--- src/rtl/pcl_defs.svh ---
// Constants of the panel link configuration and cycle timing block.
// Assumes inclusion by bare name from the package and the top module.
`ifndef PCL_DEFS_SVH
`define PCL_DEFS_SVH

// ----------------------------------------------------------------------------
// Clock and time base
// ----------------------------------------------------------------------------
`define PCL_CLK_PERIOD_NS 8
`define PCL_MS_NS         1000000
`define PCL_CYC_PER_MS    (`PCL_MS_NS / `PCL_CLK_PERIOD_NS)

// ----------------------------------------------------------------------------
// Transmit intervals and receive-monitoring timeouts in milliseconds
// ----------------------------------------------------------------------------
`define PCL_TX_200_MS     12'h0c8
`define PCL_TX_100_MS     12'h064
`define PCL_TX_50_MS      12'h032
`define PCL_RX_2400_MS    12'h960
`define PCL_RX_1200_MS    12'h4b0
`define PCL_RX_600_MS     12'h258

// ----------------------------------------------------------------------------
// Switch bank field positions (bit 0 is switch position 1)
// ----------------------------------------------------------------------------
`define PCL_SW_BAUD       0
`define PCL_SW_IVL_A      1
`define PCL_SW_IVL_B      2
`define PCL_SW_ADDR_MSB   3
`define PCL_SW_ADDR_LSB   6
`define PCL_SW_FLAVOUR    7

// ----------------------------------------------------------------------------
// Register byte offsets
// ----------------------------------------------------------------------------
`define PCL_REG_CTRL      8'h00
`define PCL_REG_CONFIG    8'h04
`define PCL_REG_INT_STAT  8'h08
`define PCL_REG_INT_CLR   8'h0c
`define PCL_REG_INT_EN    8'h10
`define PCL_REG_TIMING    8'h14

// ----------------------------------------------------------------------------
// Field positions and reset values
// ----------------------------------------------------------------------------
`define PCL_CTRL_ENABLE   0
`define PCL_CTRL_RELOAD   1
`define PCL_CTRL_RESET    1'b1
`define PCL_EV_TX         0
`define PCL_EV_RX_TMO     1
`define PCL_EV_RX         2
`define PCL_EV_KEY        3
`define PCL_EV_WIDTH      4
`define PCL_INT_EN_RESET  4'h0
`define PCL_CAP_SETTLE    2'h3

`endif

--- src/rtl/pcl_pkg.sv ---
// Types and decode functions of the panel link configuration block.
// Assumes pcl_defs.svh is on the include path.
`include "pcl_defs.svh"

package pcl_pkg;

    // ------------------------------------------------------------------------
    // Types
    // ------------------------------------------------------------------------
    typedef enum logic [2:0]
    {
        PCL_IVL_200 = 3'b001,
        PCL_IVL_100 = 3'b010,
        PCL_IVL_50  = 3'b100
    } pcl_interval_e;

    typedef logic [2:0]  pcl_gd_set_t;
    typedef logic [3:0]  pcl_addr_t;
    typedef logic [11:0] pcl_ms_t;

    // ------------------------------------------------------------------------
    // Decode functions
    // ------------------------------------------------------------------------
    // Switch 2 on alone gives 200 ms, switch 3 on alone 100 ms, both off 50 ms.
    // Both on is undefined and falls back to the lightest bus load.
    function automatic pcl_interval_e interval_of(input logic [7:0] sw);
        if (sw[`PCL_SW_IVL_B] && !sw[`PCL_SW_IVL_A])
            return PCL_IVL_100;
        else if (!sw[`PCL_SW_IVL_B] && !sw[`PCL_SW_IVL_A])
            return PCL_IVL_50;
        else
            return PCL_IVL_200;
    endfunction : interval_of

    // Switch position 4 is the address MSB, position 7 the LSB.
    function automatic pcl_addr_t addr_of(input logic [7:0] sw);
        return {sw[3], sw[4], sw[5], sw[6]};
    endfunction : addr_of

    // Parameter set per address; zero marks a reserved address.
    function automatic pcl_gd_set_t gd_set_of(input pcl_addr_t a);
        unique case (a)
            4'h4, 4'h5:       return 3'h5;
            4'h7, 4'h8:       return 3'h4;
            4'h9, 4'ha:       return 3'h3;
            4'hb, 4'hc:       return 3'h2;
            4'hd, 4'he, 4'hf: return 3'h1;
            default:          return 3'h0;
        endcase
    endfunction : gd_set_of

endpackage : pcl_pkg

--- src/rtl/pcl_sync.sv ---
// Two-stage synchroniser for a bundle of asynchronous pin levels.
// Assumes each bit is an independent slow level such as a switch or key.
`timescale 1ns/1ps

module pcl_sync
(
    // Clock and reset.
    input  wire logic       i_clk,
    input  wire logic       i_reset,
    // Asynchronous levels in, synchronised levels out.
    input  wire logic [8:0] i_async,
    output logic      [8:0] o_sync
);

    logic [8:0] meta_q;
    logic [8:0] sync_q;

    // The first stage feeds only the second stage.
    always_ff @(posedge i_clk)
    begin
        if (i_reset)
        begin
            meta_q <= 9'h000;
            sync_q <= 9'h000;
        end
        else
        begin
            meta_q <= i_async;
            sync_q <= meta_q;
        end
    end

    assign o_sync = sync_q;

endmodule : pcl_sync

--- src/rtl/pcl_timer.sv ---
// Millisecond interval timer that fires a pulse every i_limit ticks.
// Assumes i_tick is a one-cycle pulse once per millisecond.
`timescale 1ns/1ps

module pcl_timer
(
    // Clock and reset.
    input  wire logic             i_clk,
    input  wire logic             i_reset,
    // Time base and control.
    input  wire logic             i_tick,
    input  wire logic             i_restart,
    input  wire pcl_pkg::pcl_ms_t i_limit,
    // Expiry pulse.
    output logic                  o_expired
);
    import pcl_pkg::*;

    pcl_ms_t cnt_q;
    pcl_ms_t cnt_d;
    logic    hit;

    // A restart wins over a tick so the period always starts afresh.
    assign hit   = i_tick && (cnt_q >= i_limit - 12'h001);
    assign cnt_d = i_restart ? 12'h000 : hit ? 12'h000 : i_tick ? cnt_q + 12'h001 : cnt_q;

    // Counter and expiry register.
    always_ff @(posedge i_clk)
    begin
        if (i_reset)
        begin
            cnt_q     <= 12'h000;
            o_expired <= 1'b0;
        end
        else
        begin
            cnt_q     <= cnt_d;
            o_expired <= hit && !i_restart;
        end
    end

endmodule : pcl_timer

--- src/rtl/pcl_top.sv ---
// Configuration decode and frame cadence of a control panel bus node.
// Assumes an APB master on i_clk, pins arriving asynchronously, and a frame
// engine on i_clk that sends a frame on o_tx_frame and flags each received one.
//
// Functional notes
// - Switch 1 on selects 1.5 Mbaud, off selects 187.5 kBaud.
// - Switches 2 and 3 select 200, 100 or 50 ms transmit interval.
// - Receive timeout follows interval: 2400, 1200 or 600 ms.
// - Switches 4 to 7 give station address 0 to 15.
// - Switch 8 on selects customer panel port, off series hardware.
// - With no key pressed, frames go out at the selected interval.
// - Controller frames arrive periodically and are watched against the timeout.
// - No exchange until parameters matching the address are active.
// - Address picks parameter set; 0 to 3 and 6 reserved.
`timescale 1ns/1ps
`include "pcl_defs.svh"

module pcl_top
#(
    parameter int P_CYC_PER_MS = `PCL_CYC_PER_MS
)
(
    // Clock and reset.
    input  wire logic                 i_clk,
    input  wire logic                 i_reset,
    // APB slave.
    input  wire logic                 i_psel,
    input  wire logic                 i_penable,
    input  wire logic                 i_pwrite,
    input  wire logic [7:0]           i_paddr,
    input  wire logic [31:0]          i_pwdata,
    output logic                      o_pready,
    output logic      [31:0]          o_prdata,
    output logic                      o_pslverr,
    // Asynchronous pins.
    input  wire logic [7:0]           i_cfg_switch_bank,
    input  wire logic                 i_key_pressed,
    // Frame engine.
    input  wire logic                 i_rx_frame,
    output logic                      o_tx_frame,
    output logic                      o_tx_key_event,
    // Decoded configuration.
    output logic                      o_baud_fast,
    output logic                      o_cust_panel,
    output pcl_pkg::pcl_addr_t        o_station_addr,
    output pcl_pkg::pcl_gd_set_t      o_gd_set,
    output logic                      o_exchange_enable,
    // Interrupt.
    output logic                      o_irq
);
    import pcl_pkg::*;

    // ------------------------------------------------------------------------
    // Pin synchronisation
    // ------------------------------------------------------------------------
    logic [8:0] pin_sync;
    logic [7:0] sw_sync;
    logic       key_sync;
    logic       key_prev_q;
    logic       key_rise;

    pcl_sync u_sync
    (
        .i_clk   (i_clk),
        .i_reset (i_reset),
        .i_async ({i_key_pressed, i_cfg_switch_bank}),
        .o_sync  (pin_sync)
    );

    // Split the synchronised bundle and find a new key press.
    assign sw_sync  = pin_sync[7:0];
    assign key_sync = pin_sync[8];
    assign key_rise = key_sync && !key_prev_q;

    // ------------------------------------------------------------------------
    // Switch capture
    // ------------------------------------------------------------------------
    logic [1:0]    cap_cnt_q;
    logic          cfg_load;
    logic          reload_wr;
    logic [7:0]    cfg_q;
    logic          cfg_valid_q;
    pcl_gd_set_t   gd_q;
    pcl_interval_e ivl;
    pcl_ms_t       tx_ms;
    pcl_ms_t       rx_ms;

    // The bank is caught once the synchroniser has settled after reset, and
    // again on a software reload, so a half-moved switch never steers traffic.
    assign cfg_load = (cap_cnt_q == 2'h1) || reload_wr;

    // Interval choice and the timeout tied to it.
    assign ivl   = interval_of(cfg_q);
    assign tx_ms = (ivl == PCL_IVL_200) ? `PCL_TX_200_MS :
                   (ivl == PCL_IVL_100) ? `PCL_TX_100_MS : `PCL_TX_50_MS;
    assign rx_ms = (ivl == PCL_IVL_200) ? `PCL_RX_2400_MS :
                   (ivl == PCL_IVL_100) ? `PCL_RX_1200_MS : `PCL_RX_600_MS;

    // Capture counter and captured configuration.
    always_ff @(posedge i_clk)
    begin
        if (i_reset)
        begin
            cap_cnt_q   <= `PCL_CAP_SETTLE;
            cfg_q       <= 8'h00;
            gd_q        <= 3'h0;
            cfg_valid_q <= 1'b0;
            key_prev_q  <= 1'b0;
        end
        else
        begin
            key_prev_q <= key_sync;
            if (cap_cnt_q != 2'h0)
                cap_cnt_q <= cap_cnt_q - 2'h1;
            if (cfg_load)
            begin
                cfg_q       <= sw_sync;
                gd_q        <= gd_set_of(addr_of(sw_sync));
                cfg_valid_q <= 1'b1;
            end
        end
    end

    // Decoded configuration outputs straight from the captured bank.
    assign o_baud_fast    = cfg_q[`PCL_SW_BAUD];
    assign o_station_addr = addr_of(cfg_q);
    assign o_cust_panel   = cfg_q[`PCL_SW_FLAVOUR];
    assign o_gd_set       = gd_q;

    // ------------------------------------------------------------------------
    // Millisecond time base
    // ------------------------------------------------------------------------
    logic [16:0] div_q;
    logic        ms_tick;

    assign ms_tick = (div_q == 17'(P_CYC_PER_MS - 1));

    // Divider from the system clock to one enable pulse per millisecond.
    always_ff @(posedge i_clk)
    begin
        if (i_reset)
            div_q <= 17'h0_0000;
        else if (ms_tick)
            div_q <= 17'h0_0000;
        else
            div_q <= div_q + 17'h0_0001;
    end

    // ------------------------------------------------------------------------
    // Frame cadence and receive monitoring
    // ------------------------------------------------------------------------
    logic ctrl_enable_q;
    logic exch_ok;
    logic exch_q;
    logic tx_expired;
    logic rx_expired;
    logic tx_fire;

    // Exchange needs a captured bank, an enabled block and a live parameter set.
    assign exch_ok = cfg_valid_q && ctrl_enable_q && (gd_q != 3'h0);
    assign tx_fire = exch_ok && (tx_expired || key_rise);

    pcl_timer u_tx_timer
    (
        .i_clk     (i_clk),
        .i_reset   (i_reset),
        .i_tick    (ms_tick),
        .i_restart (tx_fire || !exch_ok),
        .i_limit   (tx_ms),
        .o_expired (tx_expired)
    );

    pcl_timer u_rx_timer
    (
        .i_clk     (i_clk),
        .i_reset   (i_reset),
        .i_tick    (ms_tick),
        .i_restart (i_rx_frame || !exch_ok),
        .i_limit   (rx_ms),
        .o_expired (rx_expired)
    );

    // Frame request and its reason, registered.
    always_ff @(posedge i_clk)
    begin
        if (i_reset)
        begin
            o_tx_frame     <= 1'b0;
            o_tx_key_event <= 1'b0;
            exch_q         <= 1'b0;
        end
        else
        begin
            o_tx_frame     <= tx_fire;
            o_tx_key_event <= exch_ok && key_rise;
            exch_q         <= exch_ok;
        end
    end

    assign o_exchange_enable = exch_q;

    // ------------------------------------------------------------------------
    // Interrupt status
    // ------------------------------------------------------------------------
    logic [3:0] events;
    logic [3:0] int_stat_q;
    logic [3:0] int_en_q;
    logic [3:0] clr_mask;
    logic       clr_wr;

    assign events[`PCL_EV_TX]     = tx_fire;
    assign events[`PCL_EV_RX_TMO] = exch_ok && rx_expired;
    assign events[`PCL_EV_RX]     = exch_ok && i_rx_frame;
    assign events[`PCL_EV_KEY]    = exch_ok && key_rise;
    assign clr_mask = clr_wr ? i_pwdata[3:0] : 4'h0;

    // A new event wins over a clear in the same cycle.
    always_ff @(posedge i_clk)
    begin
        if (i_reset)
            int_stat_q <= 4'h0;
        else
            int_stat_q <= (int_stat_q & ~clr_mask) | events;
    end

    assign o_irq = |(int_stat_q & int_en_q);

    // ------------------------------------------------------------------------
    // APB slave
    // ------------------------------------------------------------------------
    logic        setup;
    logic        wr_access;
    logic        hit_ctrl;
    logic        hit_cfg;
    logic        hit_stat;
    logic        hit_clr;
    logic        hit_en;
    logic        hit_tim;
    logic        mapped;
    logic [31:0] rd_mux;

    // Address decode, one aligned word per register.
    assign setup     = i_psel && !i_penable;
    assign wr_access = i_psel && i_penable && i_pwrite;
    assign hit_ctrl  = (i_paddr == `PCL_REG_CTRL);
    assign hit_cfg   = (i_paddr == `PCL_REG_CONFIG);
    assign hit_stat  = (i_paddr == `PCL_REG_INT_STAT);
    assign hit_clr   = (i_paddr == `PCL_REG_INT_CLR);
    assign hit_en    = (i_paddr == `PCL_REG_INT_EN);
    assign hit_tim   = (i_paddr == `PCL_REG_TIMING);
    assign mapped    = hit_ctrl || hit_cfg || hit_stat || hit_clr || hit_en || hit_tim;
    assign reload_wr = wr_access && hit_ctrl && i_pwdata[`PCL_CTRL_RELOAD];
    assign clr_wr    = wr_access && hit_clr;

    // Read data selection; the clear register reads as zero.
    assign rd_mux = hit_ctrl ? {31'h0000_0000, ctrl_enable_q} :
                    hit_cfg  ? {13'h0000, exch_q, cfg_valid_q, o_cust_panel, o_baud_fast,
                                gd_q, o_station_addr, cfg_q} :
                    hit_stat ? {28'h000_0000, int_stat_q} :
                    hit_en   ? {28'h000_0000, int_en_q} :
                    hit_tim  ? {4'h0, rx_ms, 4'h0, tx_ms} : 32'h0000_0000;

    // Zero-wait answer; read data is latched during the setup cycle.
    assign o_pready = 1'b1;

    // Writable registers and the registered bus answer.
    always_ff @(posedge i_clk)
    begin
        if (i_reset)
        begin
            ctrl_enable_q <= `PCL_CTRL_RESET;
            int_en_q      <= `PCL_INT_EN_RESET;
            o_prdata      <= 32'h0000_0000;
            o_pslverr     <= 1'b0;
        end
        else
        begin
            if (setup)
            begin
                o_prdata  <= i_pwrite ? 32'h0000_0000 : rd_mux;
                o_pslverr <= !mapped;
            end
            if (wr_access && hit_ctrl)
                ctrl_enable_q <= i_pwdata[`PCL_CTRL_ENABLE];
            if (wr_access && hit_en)
                int_en_q <= i_pwdata[3:0];
        end
    end
endmodule : pcl_top

--- config.mk ---
export PLATFORM = sky130hd
export DESIGN_NAME = pcl_top
export DESIGN_NICKNAME = d
export VERILOG_FILES = /design/src/rtl/pcl_pkg.sv /design/src/rtl/pcl_sync.sv /design/src/rtl/pcl_timer.sv /design/src/rtl/pcl_top.sv
export VERILOG_INCLUDE_DIRS = /design/src /design/src/rtl
export SDC_FILE = /design/constraint.sdc
export NUM_CORES = 1
export LEC_CHECK = 0
export BUFFER_PORTS_ARGS = -buffer_cell sky130_fd_sc_hd__clkbuf_2
export CAP_MARGIN = 5
export CORE_ASPECT_RATIO = 1.75
export CORE_MARGIN = 4
export CORE_UTILIZATION = 45
export CTS_BUF_LIST = sky130_fd_sc_hd__clkbuf_16
export CTS_CLUSTER_SIZE = 14
export DETAILED_ROUTE_END_ITERATION = 12
export GPL_TIMING_DRIVEN = 1
export PLACE_DENSITY = 0.7
export SLEW_MARGIN = 20
export SYNTH_ARGS = -nofsm -noshare
export SYNTH_HDL_FRONTEND = slang
export SYNTH_SLANG_ARGS = --single-unit
export TNS_END_PERCENT = 30
--- constraint.sdc ---
create_clock -name i_clk -period 2.4 [get_ports i_clk]
set_clock_uncertainty 0.1 [all_clocks]
set_input_delay 0.72 -clock i_clk [delete_from_list [all_inputs] [get_ports i_clk]]
set_output_delay 0.72 -clock i_clk [all_outputs]
set_load 0.05 [all_outputs]
==> metrics <==
chip width=88.93 um; Antenna Violating Nets Remaining=0; vias per inst=approximately 5.6; met3 GRT Util=0.04738; root buffer cell=clkbuf_16; layout cells sized above 1=0.2167; PD cells=771.7 mW/mm^2; Yosys top cell area share=0.4425; Tot Pwr=5.005 mW; crit-path max FO=8; Min-Delay Endpoint=u_sync.o_sync[1]; Synthesis Warnings=0; Seq/Total Area, Yosys=0.4425; final design area excluding fillers=0.006485 mm^2; TritonCTS Sinks=114; top cells by area, synth=dfxtp_1 (44%), ha_1 (5.6%), nand2_1 (5.3%); Rel. slew slack=0.6209; FFs w/ async S/R, synth=0; Routed WL=13.12 mm; first-pass GRT wire length=21.77 mm; Num CTS Buffers=17; number of antenna diodes=0; Mean Syn Cell Area=8.596 um^2; FF+latch count, synth=114; GPL Wtd Cong=0.9389; post-detail-place hpwl=about 9.6 mm; fin. max-slew vios=0; # IOs=102; Hold Vio Cnt, Final=0; row count=51; Vias=4668; die height=around 150 um; initial antenna violation count=0; Starting Density=0.4618; Reg2Reg Depth=7; cts hold-fix bufs=0; Syn Std Cell Area=around 0.0052 mm^2; Max VDD drop=0.8287 mV; Post-layout nets=about 770; Peak Freq=0.4342 GHz; gr ovfl total=0; DRT iter0 DRCs=261; WHS Path Cells=1; main flop type after synthesis=dfxtp_1; RR Startpoint=div_q[0]; min Tclk post-route=2303 ps; H-Tree Depth=4; CTS Buffer Depth=2; RSZ-0062 raised after global routing=true; clock tree from TritonCTS=yes; Reg2Reg Setup Slack=between 90 and 100 ps; final-report setup violation count=0; Slew @ Worst Pin=568.6 ps; clock latency reported for the late side of the worst-skew pair=410 ps; Area after DPL=0.005802 mm^2; crit share post-route=0.9597; M2 GR Usage=0.3880; Synth area leader=dfxtp_1; full die area=0.01331 mm^2; DRC Markers=0; hold path start=u_sync.meta_q[1]; CP Data Required Time=2600 ps; Worst setup SP type=flop; clock transition at the registers of the reported paths=roughly 60 ps; Post-Syn Instances=600; port buffer count=about 70; Detailed Routing Iterations Pass 1=5; CP Capture Type=flop; most used routing layer=met2; vias in the first global route=4739; max-cap violations=0; Cell variety after synth=48; CP arrival=2500 ps; area delta synth->final=25.74%; Avg WL per Cell=15.66 um; kind of critical path=reg -> reg; status=finished, final reports clean; GR Util met1=0.2157; Hold/Removal Path Class=reg -> reg; largest net degree at the start of global routing=59; RR Endpoint=u_tx_timer.cnt_q[5]; number of synthesized flops with an enable pin=0; GR Util All Layers=0.2087; cell leakage power=2.612 nW; CORE AREA=about 0.011 mm^2
[cell usage in the layout, fill, tap and decap left out, types with 14 or more instances in the layout]
| master | count |
|---|---|
| dfxtp_1 | 112 |
| a22oi_1 | 15 |
| buf_4 | 37 |
| a21oi_1 | 41 |
| nor2_1 | 61 |
| nor2b_1 | 25 |
| nand3_1 | 31 |
| ha_1 | 23 |
| nand2_1 | 73 |
| clkbuf_16 | 17 |
| clkbuf_2 | 68 |
| nor3_1 | 15 |
| inv_1 | 14 |
[layer usage]
| metal | part of all wire | wire (um) |
|---|---|---|
| met5 | 0 | 0 |
| met3 | 0.038 | 501 |
| met1 | 0.37 | 4799 |
| met4 | 0.028 | 371 |
| met2 | 0.57 | 7452 |
[worst max-delay path, cell delays in order (launching register included)]
cell and delay (ps):
dfxtp_1 330, ha_1 170, nand4bb_1 150, or3b_4 420, or4_4 590, buf_4 200
o21ai_1 140, a21oi_1 80
[power by group]
group | total (mW) | switching [mW] | internal, mW
Sequential | 1.97 | 0.0304 | 1.94
Combinational | 0.350 | 0.218 | 0.132
Clock | 2.69 | 0.941 | 1.75
Total | 5.00 | 1.19 | 3.82
[how the worst max path moves through the flow]
stage          cells after the start                   to       start  slack, ps
6_report                           7  u_tx_timer.cnt_q[5]    div_q[0]        100
5_1_grt                            7  u_tx_timer.cnt_q[3]    div_q[0]        -20
4_1_cts                            9  u_rx_timer.cnt_q[7]    cfg_q[2]         40
3_5_place_dp                       8          o_prdata[6]  i_paddr[1]        -40
3_3_place_gp                       8          o_prdata[6]  i_paddr[1]         20
2_1_floorplan                      9  u_rx_timer.cnt_q[4]    cfg_q[2]         20
[per-stage QoR]
| stage | worst slack (ps) | hold WS (ps) | setup TNS (ps) | cells | util |
|---|---|---|---|---|---|
| CTS | 39.17 | 336.7 | 0 | 835 | 0.5762 |
| global route | -23.87 | 350.2 | -63.14 | 838 | 0.5807 |
| detailed placement | -43.06 | 323.9 | -125.4 | 803 | 0.5196 |
| global placement | 23.83 | 316.0 | 0 | 803 | 0.5196 |
| finish | 96.65 | 331.4 | 0 | 838 | 0.5807 |
| floorplan | 24.67 | 313.8 | 0 | 603 | - |
[cell type report]
| class | count | area, um^2 |
|---|---|---|
| Fill cell | 936 | 4682 |
| Multi-Input combinational cell | 437 | 2668 |
| Sequential cell | 114 | 2285 |
| Timing Repair Buffer | 108 | 678.2 |
| Clock buffer | 17 | 425.4 |
| Clock inverter | 15 | 207.7 |
| Tap cell | 132 | 165.2 |
| Inverter | 15 | 56.30 |
[cell usage after synthesis, drive strengths merged, types with 11 or more instances]
| library cell | instances |
|---|---|
| a21oi | 41 |
| a22oi | 15 |
| a31oi | 11 |
| and3 | 12 |
| buf | 17 |
| clkbuf | 20 |
| dfxtp | 114 |
| ha | 23 |
| inv | 14 |
| nand2 | 73 |
| nand3 | 31 |
| nor2 | 62 |
| nor2b | 26 |
| nor3 | 16 |
| xor2 | 13 |
[state kept, by name, summed over array words and instances (netlist names)]
register,flops
o_prdata,25
div_q,17
u_rx_timer.cnt_q,12
u_tx_timer.cnt_q,12
u_sync.meta_q,9
u_sync.o_sync,9
cfg_q,8
int_en_q,4
int_stat_q,4
o_gd_set,3
cap_cnt_q,2
cfg_valid_q,1
ctrl_enable_q,1
key_prev_q,1
o_exchange_enable,1
o_pslverr,1
o_tx_frame,1
o_tx_key_event,1
u_rx_timer.o_expired,1
u_tx_timer.o_expired,1
[kinds of logic (layout without fill, tap and decap cells)]
group | Yosys count | after routing | share of synthesized area
simple gates | 274 | 274 | 0.2698
fa+ha+maj | 23 | 23 | 0.05580
buf+inv | 52 | 155 | 0.04828
compound gates | 106 | 106 | 0.1310
other cells | 2 | 5 | 0.001456
flops | 114 | 114 | 0.4425
xor+xnor | 22 | 22 | 0.03736
mux | 7 | 7 | 0.01383
[repair_timing]
| item | 4_1_cts | 5_1_grt |
|---|---|---|
| pin swaps | 1 | 1 |
| setup buffers | 0 | 3 |
| resized for setup | 0 | 10 |
| endpoints found under the setup margin | 4 | 21 |
Note: power is estimated with default switching activity, not from simulation.
